## config.mk

```make
export PLATFORM = sky130hd
export DESIGN_NAME = fdi_drive_if
export DESIGN_NICKNAME = d
export VERILOG_FILES = /design/src/fdi_pkg.sv /design/src/fdi_write_pulser.sv /design/src/fdi_drive_if.sv
export VERILOG_INCLUDE_DIRS = /design/src /design/src/src
export SDC_FILE = /design/constraint.sdc
export NUM_CORES = 1
export LEC_CHECK = 0
export CORE_ASPECT_RATIO = 0.7
export CORE_MARGIN = 1.5
export CORE_UTILIZATION = 63
export DETAILED_ROUTE_END_ITERATION = 12
export DONT_BUFFER_PORTS = 1
export PLACE_DENSITY = 0.79
export SYNTH_ARGS = -nofsm -noshare
export SYNTH_HDL_FRONTEND = slang
export SYNTH_SLANG_ARGS = --single-unit
```

## constraint.sdc

```tcl
create_clock -name clk -period 3.2 [get_ports clk]
set_clock_uncertainty 0.2 [all_clocks]
set_input_delay 0.32 -clock clk [delete_from_list [all_inputs] [get_ports clk]]
set_output_delay 0.32 -clock clk [all_outputs]
set_load 0.02 [all_outputs]
```

## src/fdi_params.svh

```systemverilog
`ifndef FDI_PARAMS_SVH
`define FDI_PARAMS_SVH

// register offsets
`define FDI_REG_CTRL 4'h0
`define FDI_REG_TRACK 4'h1
`define FDI_REG_WDATA 4'h2
`define FDI_REG_STATUS 4'h3
`define FDI_REG_STEPCFG 4'h4

// control register fields
`define FDI_CTRL_SEL0 0
`define FDI_CTRL_SEL1 1
`define FDI_CTRL_SEL23 2
`define FDI_CTRL_HEAD1 3
`define FDI_CTRL_HLOAD 4
`define FDI_CTRL_WREQ 5
`define FDI_CTRL_OPT 6
`define FDI_CTRL_RESET 8'h00

// command bits in the track register write
`define FDI_STEP_GO 0
`define FDI_STEP_DIR 1

// status register fields
`define FDI_ST_TRK0 0
`define FDI_ST_RDY0 1
`define FDI_ST_RDY1 2
`define FDI_ST_WPERM 3
`define FDI_ST_INDEX 4
`define FDI_ST_RAW 5
`define FDI_ST_BUSY 6
`define FDI_ST_WGATE 7

// timing, in ns, and derived cycles at 50 ns
`define FDI_CLK_NS 50
`define FDI_STEP_PULSE_NS 1000
`define FDI_STEP_PULSE_CYC ((`FDI_STEP_PULSE_NS + `FDI_CLK_NS - 1) / `FDI_CLK_NS)
`define FDI_DIR_SETUP_NS 1000
`define FDI_DIR_SETUP_CYC ((`FDI_DIR_SETUP_NS + `FDI_CLK_NS - 1) / `FDI_CLK_NS)
`define FDI_WPULSE_NS 250
`define FDI_WPULSE_CYC ((`FDI_WPULSE_NS + `FDI_CLK_NS - 1) / `FDI_CLK_NS)
`define FDI_STEP_GAP_RESET 16'h0c80

// track boundary for write current and last track for seeking
`define FDI_LAST_OUTER_TRACK 7'h2b
`define FDI_LAST_TRACK 7'h4c

`endif

```

## src/fdi_pkg.sv

```systemverilog
package fdi_pkg;

  typedef struct packed {
    logic trk0_n;
    logic ready0_n;
    logic ready1_n;
    logic wperm_n;
    logic index_n;
    logic raw_data;
  } fdi_drive_in_type;

  typedef struct packed {
    logic sel0_n;
    logic sel1_n;
    logic sel23;
    logic head1;
    logic hload_n;
    logic seek_in;
    logic step_n;
    logic wgate_n;
    logic wpulse_n;
    logic above43_n;
  } fdi_drive_out_type;

  typedef enum logic [3:0] {
    FDI_SEEK_IDLE = 4'b0001,
    FDI_SEEK_SETUP = 4'b0010,
    FDI_SEEK_PULSE = 4'b0100,
    FDI_SEEK_GAP = 4'b1000
  } fdi_seek_state_type;

endpackage : fdi_pkg

```

## src/fdi_write_pulser.sv

```systemverilog
`timescale 1ns/1ns
`include "fdi_params.svh"

// ****************************************
// write pulse shaper
// ****************************************
module fdi_write_pulser
  import fdi_pkg::*;
(
  // clock and reset
  input wire logic clk,
  input wire logic rst,
  // control
  input wire logic gate,
  input wire logic flux,
  // pin
  output logic wpulse_n
);

  localparam int unsigned WIDTH = `FDI_WPULSE_CYC;

  logic [3:0] count;
  logic [3:0] next_count;
  logic pulse_n;
  logic next_pulse_n;

  always_comb
  begin
    next_count = count;
    next_pulse_n = 1'b1;
    if (count != 4'h0)
    begin
      next_count = count - 4'h1;
      next_pulse_n = 1'b0;
    end
    else if (gate && flux && pulse_n)
    begin
      // leading edge reverses write current
      next_count = 4'(WIDTH - 1);
      next_pulse_n = 1'b0;
    end
    if (!gate)
    begin
      next_count = 4'h0;
      next_pulse_n = 1'b1;
    end
  end

  always_ff @(posedge clk)
  begin
    if (rst)
    begin
      count <= 4'h0;
      pulse_n <= 1'b1;
    end
    else
    begin
      count <= next_count;
      pulse_n <= next_pulse_n;
    end
  end

  assign wpulse_n = pulse_n;

endmodule : fdi_write_pulser

```

## src/fdi_drive_if.sv

```systemverilog
`timescale 1ns/1ns
`include "fdi_params.svh"


// ****************************************
// drive side signal interface
// ****************************************
module fdi_drive_if
  import fdi_pkg::*;
(
  // clock and reset
  input wire logic clk,
  input wire logic rst,
  // register port
  input wire logic [3:0] addr,
  input wire logic [7:0] wdata,
  input wire logic wr,
  input wire logic rd,
  output logic [7:0] rdata,
  // drive pins
  input wire fdi_drive_in_type drv_in,
  output fdi_drive_out_type drv_out
);

  // ****************************************
  // input synchronisers
  // ****************************************
  fdi_drive_in_type sync_a;
  fdi_drive_in_type sync_b;

  always_ff @(posedge clk)
  begin
    if (rst)
    begin
      sync_a <= '1;
      sync_b <= '1;
    end
    else
    begin
      sync_a <= drv_in;
      sync_b <= sync_a;
    end
  end

  // ****************************************
  // registers
  // ****************************************
  logic [7:0] ctrl;
  logic [7:0] next_ctrl;
  logic [6:0] track;
  logic [6:0] next_track;
  logic [15:0] step_gap;
  logic [15:0] next_step_gap;
  logic flux;
  logic [7:0] next_rdata;
  logic [7:0] status;
  logic wgate;
  logic busy;
  logic step_req;
  logic step_dir_in;

  assign step_req = wr && (addr == `FDI_REG_TRACK) && wdata[`FDI_STEP_GO];
  assign step_dir_in = wdata[`FDI_STEP_DIR];
  assign flux = wr && (addr == `FDI_REG_WDATA) && wdata[0];

  assign wgate = ctrl[`FDI_CTRL_WREQ] && !sync_b.wperm_n
    && ((ctrl[`FDI_CTRL_SEL0] && !sync_b.ready0_n)
    || (ctrl[`FDI_CTRL_SEL1] && !sync_b.ready1_n));

  always_comb
  begin
    status = 8'h00;
    status[`FDI_ST_TRK0] = !sync_b.trk0_n;
    status[`FDI_ST_RDY0] = !sync_b.ready0_n;
    status[`FDI_ST_RDY1] = !sync_b.ready1_n;
    status[`FDI_ST_WPERM] = !sync_b.wperm_n;
    status[`FDI_ST_INDEX] = !sync_b.index_n;
    status[`FDI_ST_RAW] = sync_b.raw_data;
    status[`FDI_ST_BUSY] = busy;
    status[`FDI_ST_WGATE] = wgate;
  end

  always_comb
  begin
    next_ctrl = ctrl;
    next_step_gap = step_gap;
    next_rdata = 8'h00;
    if (wr && addr == `FDI_REG_CTRL)
    begin
      next_ctrl = wdata;
      // two drive selects never both active
      if (wdata[`FDI_CTRL_SEL0])
      begin
        next_ctrl[`FDI_CTRL_SEL1] = 1'b0;
      end
    end
    if (wr && addr == `FDI_REG_STEPCFG)
    begin
      next_step_gap = {wdata, 8'h00};
    end
    if (rd)
    begin
      case (addr)
        `FDI_REG_CTRL: next_rdata = ctrl;
        `FDI_REG_TRACK: next_rdata = {1'b0, track};
        `FDI_REG_STATUS: next_rdata = status;
        `FDI_REG_STEPCFG: next_rdata = step_gap[15:8];
        default: next_rdata = 8'h00;
      endcase
    end
  end

  always_ff @(posedge clk)
  begin
    if (rst)
    begin
      ctrl <= `FDI_CTRL_RESET;
      step_gap <= `FDI_STEP_GAP_RESET;
      rdata <= 8'h00;
    end
    else
    begin
      ctrl <= next_ctrl;
      step_gap <= next_step_gap;
      rdata <= next_rdata;
    end
  end

  // ****************************************
  // seek sequencer
  // ****************************************
  fdi_seek_state_type state;
  fdi_seek_state_type next_state;
  logic [15:0] count;
  logic [15:0] next_count;
  logic dir_in;
  logic next_dir_in;
  logic at_zero;

  assign at_zero = !sync_b.trk0_n;
  assign busy = (state != FDI_SEEK_IDLE);

  always_comb
  begin
    next_state = state;
    next_count = count;
    next_dir_in = dir_in;
    next_track = track;
    case (state)
      FDI_SEEK_IDLE:
      begin
        // outward request at track zero is dropped
        if (step_req && (step_dir_in || !at_zero))
        begin
          next_dir_in = step_dir_in;
          next_count = 16'(`FDI_DIR_SETUP_CYC - 1);
          next_state = FDI_SEEK_SETUP;
        end
        if (at_zero)
        begin
          next_track = 7'h00;
        end
      end
      FDI_SEEK_SETUP:
      begin
        if (count == 16'h0000)
        begin
          next_count = 16'(`FDI_STEP_PULSE_CYC - 1);
          next_state = FDI_SEEK_PULSE;
        end
        else
        begin
          next_count = count - 16'h0001;
        end
      end
      FDI_SEEK_PULSE:
      begin
        if (count == 16'h0000)
        begin
          // one pulse is one track, except inward at the last track and outward at track zero, where the count holds
          if (dir_in)
          begin
            if (track != `FDI_LAST_TRACK)
            begin
              next_track = track + 7'h01;
            end
          end
          else if (track != 7'h00)
          begin
            next_track = track - 7'h01;
          end
          next_count = step_gap;
          next_state = FDI_SEEK_GAP;
        end
        else
        begin
          next_count = count - 16'h0001;
        end
      end
      FDI_SEEK_GAP:
      begin
        if (count == 16'h0000)
        begin
          next_state = FDI_SEEK_IDLE;
        end
        else
        begin
          next_count = count - 16'h0001;
        end
      end
      default:
      begin
        next_state = FDI_SEEK_IDLE;
      end
    endcase
  end

  always_ff @(posedge clk)
  begin
    if (rst)
    begin
      state <= FDI_SEEK_IDLE;
      count <= 16'h0000;
      dir_in <= 1'b0;
      track <= 7'h00;
    end
    else
    begin
      state <= next_state;
      count <= next_count;
      dir_in <= next_dir_in;
      track <= next_track;
    end
  end

  // ****************************************
  // write path
  // ****************************************
  logic wpulse_n;

  fdi_write_pulser u_pulser (
    .clk(clk),
    .rst(rst),
    .gate(wgate),
    .flux(flux),
    .wpulse_n(wpulse_n)
  );

  // ****************************************
  // output pins
  // ****************************************
  fdi_drive_out_type next_out;

  always_comb
  begin
    next_out.sel0_n = !ctrl[`FDI_CTRL_SEL0];
    next_out.sel1_n = !ctrl[`FDI_CTRL_SEL1];
    next_out.sel23 = ctrl[`FDI_CTRL_OPT] && ctrl[`FDI_CTRL_SEL23];
    next_out.head1 = ctrl[`FDI_CTRL_OPT] && ctrl[`FDI_CTRL_HEAD1];
    next_out.hload_n = !ctrl[`FDI_CTRL_HLOAD];
    // held through setup, pulse and gap
    next_out.seek_in = dir_in;
    next_out.step_n = (state != FDI_SEEK_PULSE);
    next_out.wgate_n = !wgate;
    next_out.wpulse_n = wpulse_n;
    next_out.above43_n = !(wgate && track > `FDI_LAST_OUTER_TRACK);
  end

  always_ff @(posedge clk)
  begin
    if (rst)
    begin
      drv_out <= '{sel0_n: 1'b1, sel1_n: 1'b1, sel23: 1'b0, head1: 1'b0,
        hload_n: 1'b1, seek_in: 1'b0, step_n: 1'b1, wgate_n: 1'b1,
        wpulse_n: 1'b1, above43_n: 1'b1};
    end
    else
    begin
      drv_out <= next_out;
    end
  end

endmodule : fdi_drive_if

```

==> out/qor.log, run 1 <==
qor: clock_network.ctsRootBufferMaster clkbuf_8
qor: floorplan.io_pins 40
qor: worst_setup_path.timing.reg2reg.worst_path_depth 7
qor: worst_setup_path.cpPeakStageDelay 0.62 ns
qor: clock_network.cts_made_buffers 9
qor: floorplan.initial_standard_cell_utilization_of_the_core 64.69%
qor: floorplan.std_cell_rows 23
qor: worst_setup_path.cp.required 3.29 ns
qor: worst_setup_path.path_cells inv_1 -> ha_1 -> nor4b_1 -> and4_1 -> o211ai_1 -> or4_1 -> a21oi_1
qor: grt.via_count_of_the_first_global_routing_pass 2,650
qor: floorplan.floorplan.die_area 6295 µm²
qor: power_and_ir_drop.power_leakage 1.457 nW
qor: worst_hold_path.worstHoldPathType in -> reg
qor: synth.synth.distinct_cells 63
qor: timing.finalWorstPathRequiredPeriod 2.887 ns
qor: cells_and_area.antenna_fix_cells 0
qor: cells_and_area.post-route-util 71.42%
qor: cells_and_area.drive_above_1_share 12.86%
qor: worst_setup_path.worstSetupStartpointType flop
qor: worst_setup_path.slowest_stage or4_1
qor: worst_setup_path.r2r-end track[3]
qor: floorplan.die_h 66.84 µm
qor: route.drt_pass1_iterations 5
qor: clock_network.clockBufferDepth 2
qor: timing.fin_hold_ws 0.01373 ns
qor: synth.yosys_register_bits 80
qor: grt.grt.total_usage 27.55%
qor: synth.synthMostInstantiatedCell dfxtp_1
qor: route.vias 3,128
qor: clock_network.worstSkewPairLatency 0.36 ns
qor: worst_setup_path.timing_worst_setup_path_type reg -> reg
qor: synth.mappedNetlistArea 3667 µm²
qor: clock_network.tritoncts_num_sinks 80
qor: grt.grt_pass1_wl 13,140 µm
qor: placement.finalWeightedCongestion 0.8587
qor: placement.hpwl 5615 µm
qor: timing.finalHoldViolations 0
qor: flow_run.max_cap_viols 0
qor: route.post_drt_via_cell_ratio 6.319
qor: route.drt-initial-drc-count 264
qor: cells_and_area.area_delta_synth_final 10.41%
qor: worst_setup_path.cp.arrival 2.98 ns
qor: placement.port-buffer-count 0
qor: timing.tightestPinTransition 0.9212 ns
qor: grt.antenna_found_initial 0
qor: placement.pre_cts_ws 0.3922 ns
qor: synth.synth-seq-area-share 43.67%
qor: timing.setup_slack 0.3130 ns
qor: power_and_ir_drop.peakVddDrop 0.2622 mV
qor: floorplan.placeableCoreArea 5669 µm²
qor: status.outcome complete, no violations
qor: power_and_ir_drop.power_density 442.3 nW/µm²
qor: worst_setup_path.worstReg2RegStart count[0]
qor: worst_setup_path.timing.critical_path.to track[3]
qor: worst_setup_path.crit_path_max_fanout 14
qor: route.drt-total-wl 8476 µm
qor: route.wl_per_cell 17.12 µm
qor: timing.report.final.slew_viol_count 0
qor: grt.grt_start_max_net_pins 60
qor: worst_setup_path.ff2ff_setup_slack 0.31 ns
qor: cells_and_area.fin_nets 444
qor: synth.synth_cells 399
qor: grt.gr-total-overflow 0
qor: clock_network.worst_setup_hold_path_clk_slew 0.08 ns
qor: synth.synth_warnings 0
qor: synth.synthesized_area_per_cell 9.191 µm²
qor: timing.fmaxAchievable 346.4 MHz
qor: clock_network.htree_num_levels 3
qor: worst_setup_path.timing.critical_path.to_type flop
qor: timing.setup_total_negative_slack 0 ns
qor: floorplan.dieWidth 94.19 µm
qor: synth.yosys.area.top_type dfxtp_1
qor: synth.netlist_top_cells_area dfxtp_1 (44%), a21oi_1 (5.2%), nand2_1 (3.4%)
qor: synth.ys_async_sr_fraction 0%
qor: timing.relSlewSlack 38.31%
qor: route.detail_route.drc_violations 0
qor: clock_network.postCtsSetupBuffers 0
qor: synth.synth_common_cells dfxtp_1 (80), a21oi_1 (38), nand2_1 (33)
qor: timing.timing.final.crit_share 90.22%
qor: timing.setup-violations-final 0
qor: worst_setup_path.worst_setup_startpoint count[0]
qor: synth.postSynthNetCount 428
qor: route.ant_nets 0
qor: synth.yosys.area.top_type_share 43.67%
qor: clock_network.cts_tree done
qor: timing.grt_setup_unrepaired no
qor: synth.synth_enable_flop_cells 0
qor: synth.ys_dominant_reg_cell dfxtp_1
[kinds of logic after synthesis]
| family | after synthesis | synth area share (%) |
|---|---|---|
| buffers and inverters | 22 | 3.139 |
| XOR/XNOR | 4 | 0.9555 |
| adder cells (fa/ha/maj) | 7 | 2.593 |
| flip-flops | 80 | 43.67 |
| multiplexers | 19 | 5.493 |
| AO/OA/AOI/OAI | 98 | 17.57 |
| AND/OR/NAND/NOR | 169 | 26.58 |
[per-stage QoR]
step | total power [mW] | instances | cell area, µm²
global placement | 1.090 | 464 | 3710
CTS | 1.792 | 495 | 4049
global route | 1.847 | 495 | 4049
floorplan | 1.092 | 399 | 3667
detailed placement | 1.092 | 464 | 3710
finish | 1.791 | 495 | 4049
[worst min-delay path by stage]
stage / start / to / slack (ns) / depth (start not counted)
floorplan: ctrl[4] / drv_out[5] / 0.18 / 1
global placement: sync_a[5] / sync_b[5] / 0.19 / 1
detailed placement: sync_a[1] / sync_b[1] / 0.19 / 1
global route: addr[1] / u_pulser.wpulse_n / 0.02 / 2
finish: wdata[0] / ctrl[1] / 0.01 / 3
CTS: wdata[0] / ctrl[1] / 0.001 / 3
[flip-flops by register name, indices dropped and copies added (netlist names)]
register,count
u_pulser.count,4
ctrl,8
u_pulser.wpulse_n,1
status,1
track,7
drv_out,10
dir_in,1
count,16
sync_a,6
state,4
step_gap,9
sync_b,5
rdata,8
[final cells by class]
| class | count | area (µm²) |
|---|---|---|
| multi-input combinational | 297 | 1951 |
| fill | 421 | 1620 |
| sequential | 80 | 1602 |
| timing repair buffer | 20 | 197.7 |
| clock buffer | 9 | 123.9 |
| tap | 75 | 93.84 |
| clock inverter | 7 | 55.05 |
| inverter | 7 | 26.28 |
[layout by cell type (no fill, tap or decap), types with 10 or more instances in the layout]
cell           Yosys  layout
dfxtp_1           80      80
dlygate4sd3_1      0      14
nand2b_1          13      13
nand2_1           33      33
mux2i_1           10      10
or2_2             14      14
nor3_1            12      12
a21oi_1           38      38
nor2_1            28      28
o21ai_0           10      10
[worst max-delay path: cells and delay by family, from the launching register on]
family                   cells  cell delay (ns)
flip-flops                   1             0.35
adder cells (fa/ha/maj)      1             0.21
AND/OR/NAND/NOR              3             1.48
AO/OA/AOI/OAI                2             0.52
buffers and inverters        1             0.07
[timing repair]
action                    CTS  global route
resized for setup           0             0
hold endpoints to repair   60             0
hold buffers               15             0
[metal layers]
metal | global-route usage [%] | up-vias | wire length (µm)
met1 | 39.36 | 1479 | 4015
met2 | 40.47 | 128 | 3796
met4 | 8.769 | 0 | 99
met5 | 0 | - | 0
li1 | - | 1514 | -
met3 | 6.963 | 7 | 565
[power breakdown]
part	internal, mW	switching (mW)	leakage [nW]
Sequential	1.01	0.00740	0.648
Clock	0.291	0.400	0.0919
Combinational	0.0435	0.0428	0.717
Note: power is estimated with default switching activity, not from simulation.
==> inputs of run 2 (changes only) <==
--- a/config.mk
+++ b/config.mk
@@ -10,6 +10,6 @@
 export CORE_MARGIN = 1.5
-export CORE_UTILIZATION = 63
+export CORE_UTILIZATION = 68
 export DETAILED_ROUTE_END_ITERATION = 12
 export DONT_BUFFER_PORTS = 1
-export PLACE_DENSITY = 0.79
+export PLACE_DENSITY = 0.84
 export SYNTH_ARGS = -nofsm -noshare
==> constraint.sdc (replaced) <==
create_clock -name clk -period 3.67 [get_ports clk]
set_clock_uncertainty 0.2 [all_clocks]
set_input_delay 0 -clock clk [delete_from_list [all_inputs] [get_ports clk]]
set_output_delay 0 -clock clk [all_outputs]
set_load 0.02 [all_outputs]
==> run 2 against run 1 <==
  * Combinational power rose by 7.1%
  * Critical path depth did not move
  * Utilization rose by 9.6 points
  * First-iteration DRC count rose by 2.3%
  * Clock-buffer cell count did not move
  * Design area rose by 4.6%
  * Flip-flop and latch count did not move
  * Total power fell by 8.7%
  * Critical path type is now in -> reg
  * Critical endpoint is now step_gap[12]
  * Largest cell class unchanged
  * Highest routed layer unchanged
==> out/qor.log, run 2 (synthesis gave the netlist of run 1 again) <==
qor: placement.finalWeightedCongestion 0.8563 [-0.28%]
qor: worst_hold_path.hold_depth 4 [+1]
qor: cells_and_area.antenna_fix_cells 0 [unchanged]
qor: grt.grt_start_max_net_pins 67 [+12%]
qor: worst_setup_path.cp.required 3.78 ns [+0.49 ns]
qor: floorplan.die_h 64.44 µm [-3.6%]
qor: placement.pre_cts_ws 0.8564 ns [+0.4642 ns]
qor: grt.antenna_found_initial 0 [unchanged]
qor: power_and_ir_drop.power.net_switching 0.3942 mW [-12%]
qor: route.wl_per_cell 18.26 µm [+6.7%]
qor: grt.grt_pass1_wl 15,160 µm [+15%]
qor: clock_network.ctsRootBufferMaster clkbuf_8
qor: cells_and_area.fin_nets 459 [+3.4%]
qor: clock_network.postCtsResizedCells 0 [unchanged]
qor: cells_and_area.largest_reg_flops 16 [unchanged]
qor: timing.relSlewSlack 14.30% [-24 points]
qor: power_and_ir_drop.power_density 386.2 nW/µm² [-13%]
qor: worst_hold_path.min_from addr[3]
qor: clock_network.htree_num_levels 3 [unchanged]
qor: floorplan.io_pins 40 [unchanged]
qor: grt.via_count_of_the_first_global_routing_pass 2,955 [+12%]
qor: power_and_ir_drop.internal_power 1.241 mW [-7.4%]
qor: worst_setup_path.timing_worst_setup_path_type in -> reg
qor: floorplan.floorplan.die_area 5850 µm² [-7.1%]
qor: worst_setup_path.timing.reg2reg.worst_path_depth 7 [unchanged]
qor: timing.finalWorstPathRequiredPeriod 3.251 ns
qor: timing.fin_hold_ws 0.04926 ns [+0.03553 ns]
qor: clock_network.tritoncts_num_sinks 80 [unchanged]
qor: power_and_ir_drop.clockPowerShare 40.3% [+1.7 points]
qor: power_and_ir_drop.peakVddDrop 0.2404 mV [-8.3%]
qor: timing.setup_total_negative_slack 0 ns [unchanged]
qor: route.post_drt_via_cell_ratio 6.314 [about the same]
qor: timing.grt_setup_unrepaired no
qor: route.ant_nets 0 [unchanged]
qor: route.drt-initial-drc-count 270 [+2.3%]
qor: timing.fmaxAchievable 307.6 MHz
qor: grt.gr-total-overflow 0 [unchanged]
qor: cells_and_area.reg_top3 count: 16 flops, drv_out: 10 flops, step_gap: 9 flops
qor: floorplan.dieWidth 90.78 µm [-3.6%]
qor: worst_setup_path.timing.critical_path.to_type flop
qor: cells_and_area.post-route-cell-area 4235 µm² [+4.6%]
qor: worst_setup_path.cp.arrival 3.36 ns [+0.38 ns]
qor: power_and_ir_drop.sequentialPowerShare 54.0% [-2.6 points]
qor: power_and_ir_drop.swShare 24.10% [-1.0 points]
qor: worst_hold_path.worst_hold_path.endpoint ctrl[4]
qor: clock_network.cts_made_buffers 9 [unchanged]
qor: floorplan.initial_standard_cell_utilization_of_the_core 70.12% [+5.4 points]
qor: status.outcome complete, no violations
qor: placement.port-buffer-count 0 [unchanged]
qor: power_and_ir_drop.power_leakage 1.539 nW [+5.6%]
qor: timing.finalHoldViolations 0 [unchanged]
qor: worst_hold_path.worstHoldPathType in -> reg
qor: grt.grt.total_usage 33.45% [+5.9 points]
qor: route.drt_pass1_iterations 6 [+1]
qor: worst_setup_path.worstSetupStartpointType input port
qor: worst_setup_path.r2r-end track[3]
qor: power_and_ir_drop.comb_power_share 5.6% [+0.8 points]
qor: worst_setup_path.worstReg2RegStart count[0]
qor: floorplan.placeableCoreArea 5230 µm² [-7.7%]
qor: cells_and_area.layout_commonest_cell dfxtp_1
qor: worst_setup_path.ff2ff_setup_slack 0.74 ns [+0.43 ns]
qor: clock_network.clockBufferDepth 2 [unchanged]
qor: timing.setup-violations-final 0 [unchanged]
qor: timing.timing.final.crit_share 88.57%
qor: timing.tightestPinTransition 1.268 ns [+0.3470 ns]
qor: cells_and_area.area_delta_synth_final 15.49%
qor: route.detail_route.drc_violations 0 [unchanged]
qor: clock_network.cts_tree done
qor: worst_setup_path.crit_path_max_fanout 10 [-4]
qor: flow_run.max_cap_viols 0 [unchanged]
qor: placement.hpwl 5656 µm [+0.74%]
qor: timing.report.final.slew_viol_count 0 [unchanged]
qor: clock_network.worst_setup_hold_path_clk_slew 0.09 ns [about the same]
qor: floorplan.std_cell_rows 22 [-4.3%]
qor: cells_and_area.most-common-layout-cells dfxtp_1 (80), a21oi_1 (38), nand2_1 (33), dlygate4sd3_1 (33), nor2_1 (28)
qor: placement.placed_area 3676 µm² [-0.91%]
qor: clock_network.worstSkewPairLatency 0.36 ns [about the same]
qor: cells_and_area.fillCellCount 328 [-22%]
qor: cells_and_area.largest-register count
qor: timing.setup_slack 0.4194 ns [+0.1064 ns]
qor: cells_and_area.drive_above_1_share 11.49% [-1.4 points]
qor: route.vias 3,201 [+2.3%]
qor: route.drt-total-wl 9259 µm [+9.2%]
==> run 2: final cells by class <==
class                           count  area, µm²  area share [%]
Clock buffer                        9      123.9           2.925
Clock inverter                      7      77.57           1.832
Sequential cell                    80       1602           37.81
Multi-Input combinational cell    297       1951           46.06
Timing Repair Buffer               35      365.4           8.626
Tap cell                           72      90.09           2.127
Inverter                            7      26.28          0.6204
==> run 2: how the worst max path moves through the flow <==
stage / from / to / slack (ns) / cells after the start
floorplan: dir_in / track[6] / 1.32 / 7
global placement: count[0] / track[3] / 1.00 / 7
detailed placement: count[0] / track[3] / 0.86 / 7
CTS: addr[1] / step_gap[12] / 0.48 / 7
global route: addr[1] / step_gap[12] / 0.25 / 7
finish: addr[1] / step_gap[12] / 0.42 / 7
==> run 2: layer usage <==
layer	up-vias	GRT usage (%)	share of wire, %	wire [µm]
li1	1538	-	-	-
met1	1506	44.25	43	4015
met2	131	54.51	47	4360
met3	26	6.808	7.4	682
met4	0	12.89	2.2	200
met5	-	0	0	0
==> run 2: metrics by stage <==
step           utilization (%)  instances  total power [mW]
2_1_floorplan                -        399            0.9522
3_3_place_gp             70.29        457            0.9492
3_5_place_dp             70.29        457            0.9508
4_1_cts                  80.98        507             1.635
5_1_grt                  80.98        507             1.683
6_report                 80.98        507             1.636
==> run 2: power by group through the flow <==
stage | clock, mW | sequential (mW) | combinational (mW)
after floorplan | 0 | 0.901 | 0.0509
after global routing | 0.699 | 0.885 | 0.0993
after CTS | 0.663 | 0.883 | 0.0883
after global placement | 0 | 0.903 | 0.0458
final | 0.660 | 0.884 | 0.0924
after detailed placement | 0 | 0.904 | 0.0471
==> run 2: what timing repair did <==
action,4_1_cts,5_1_grt
buffers inserted,0,0
hold endpoints to repair,80,0
hold buffers,34,0
==> run 2: worst max-delay path, stage by stage <==
cell and delay [ns]:
dlygate4sd3_1 0.64, nor3_1 0.86, and3_1 0.40, dlygate4sd3_1 0.68
nand2_1 0.08, a21oi_1 0.14, dlygate4sd3_1 0.56
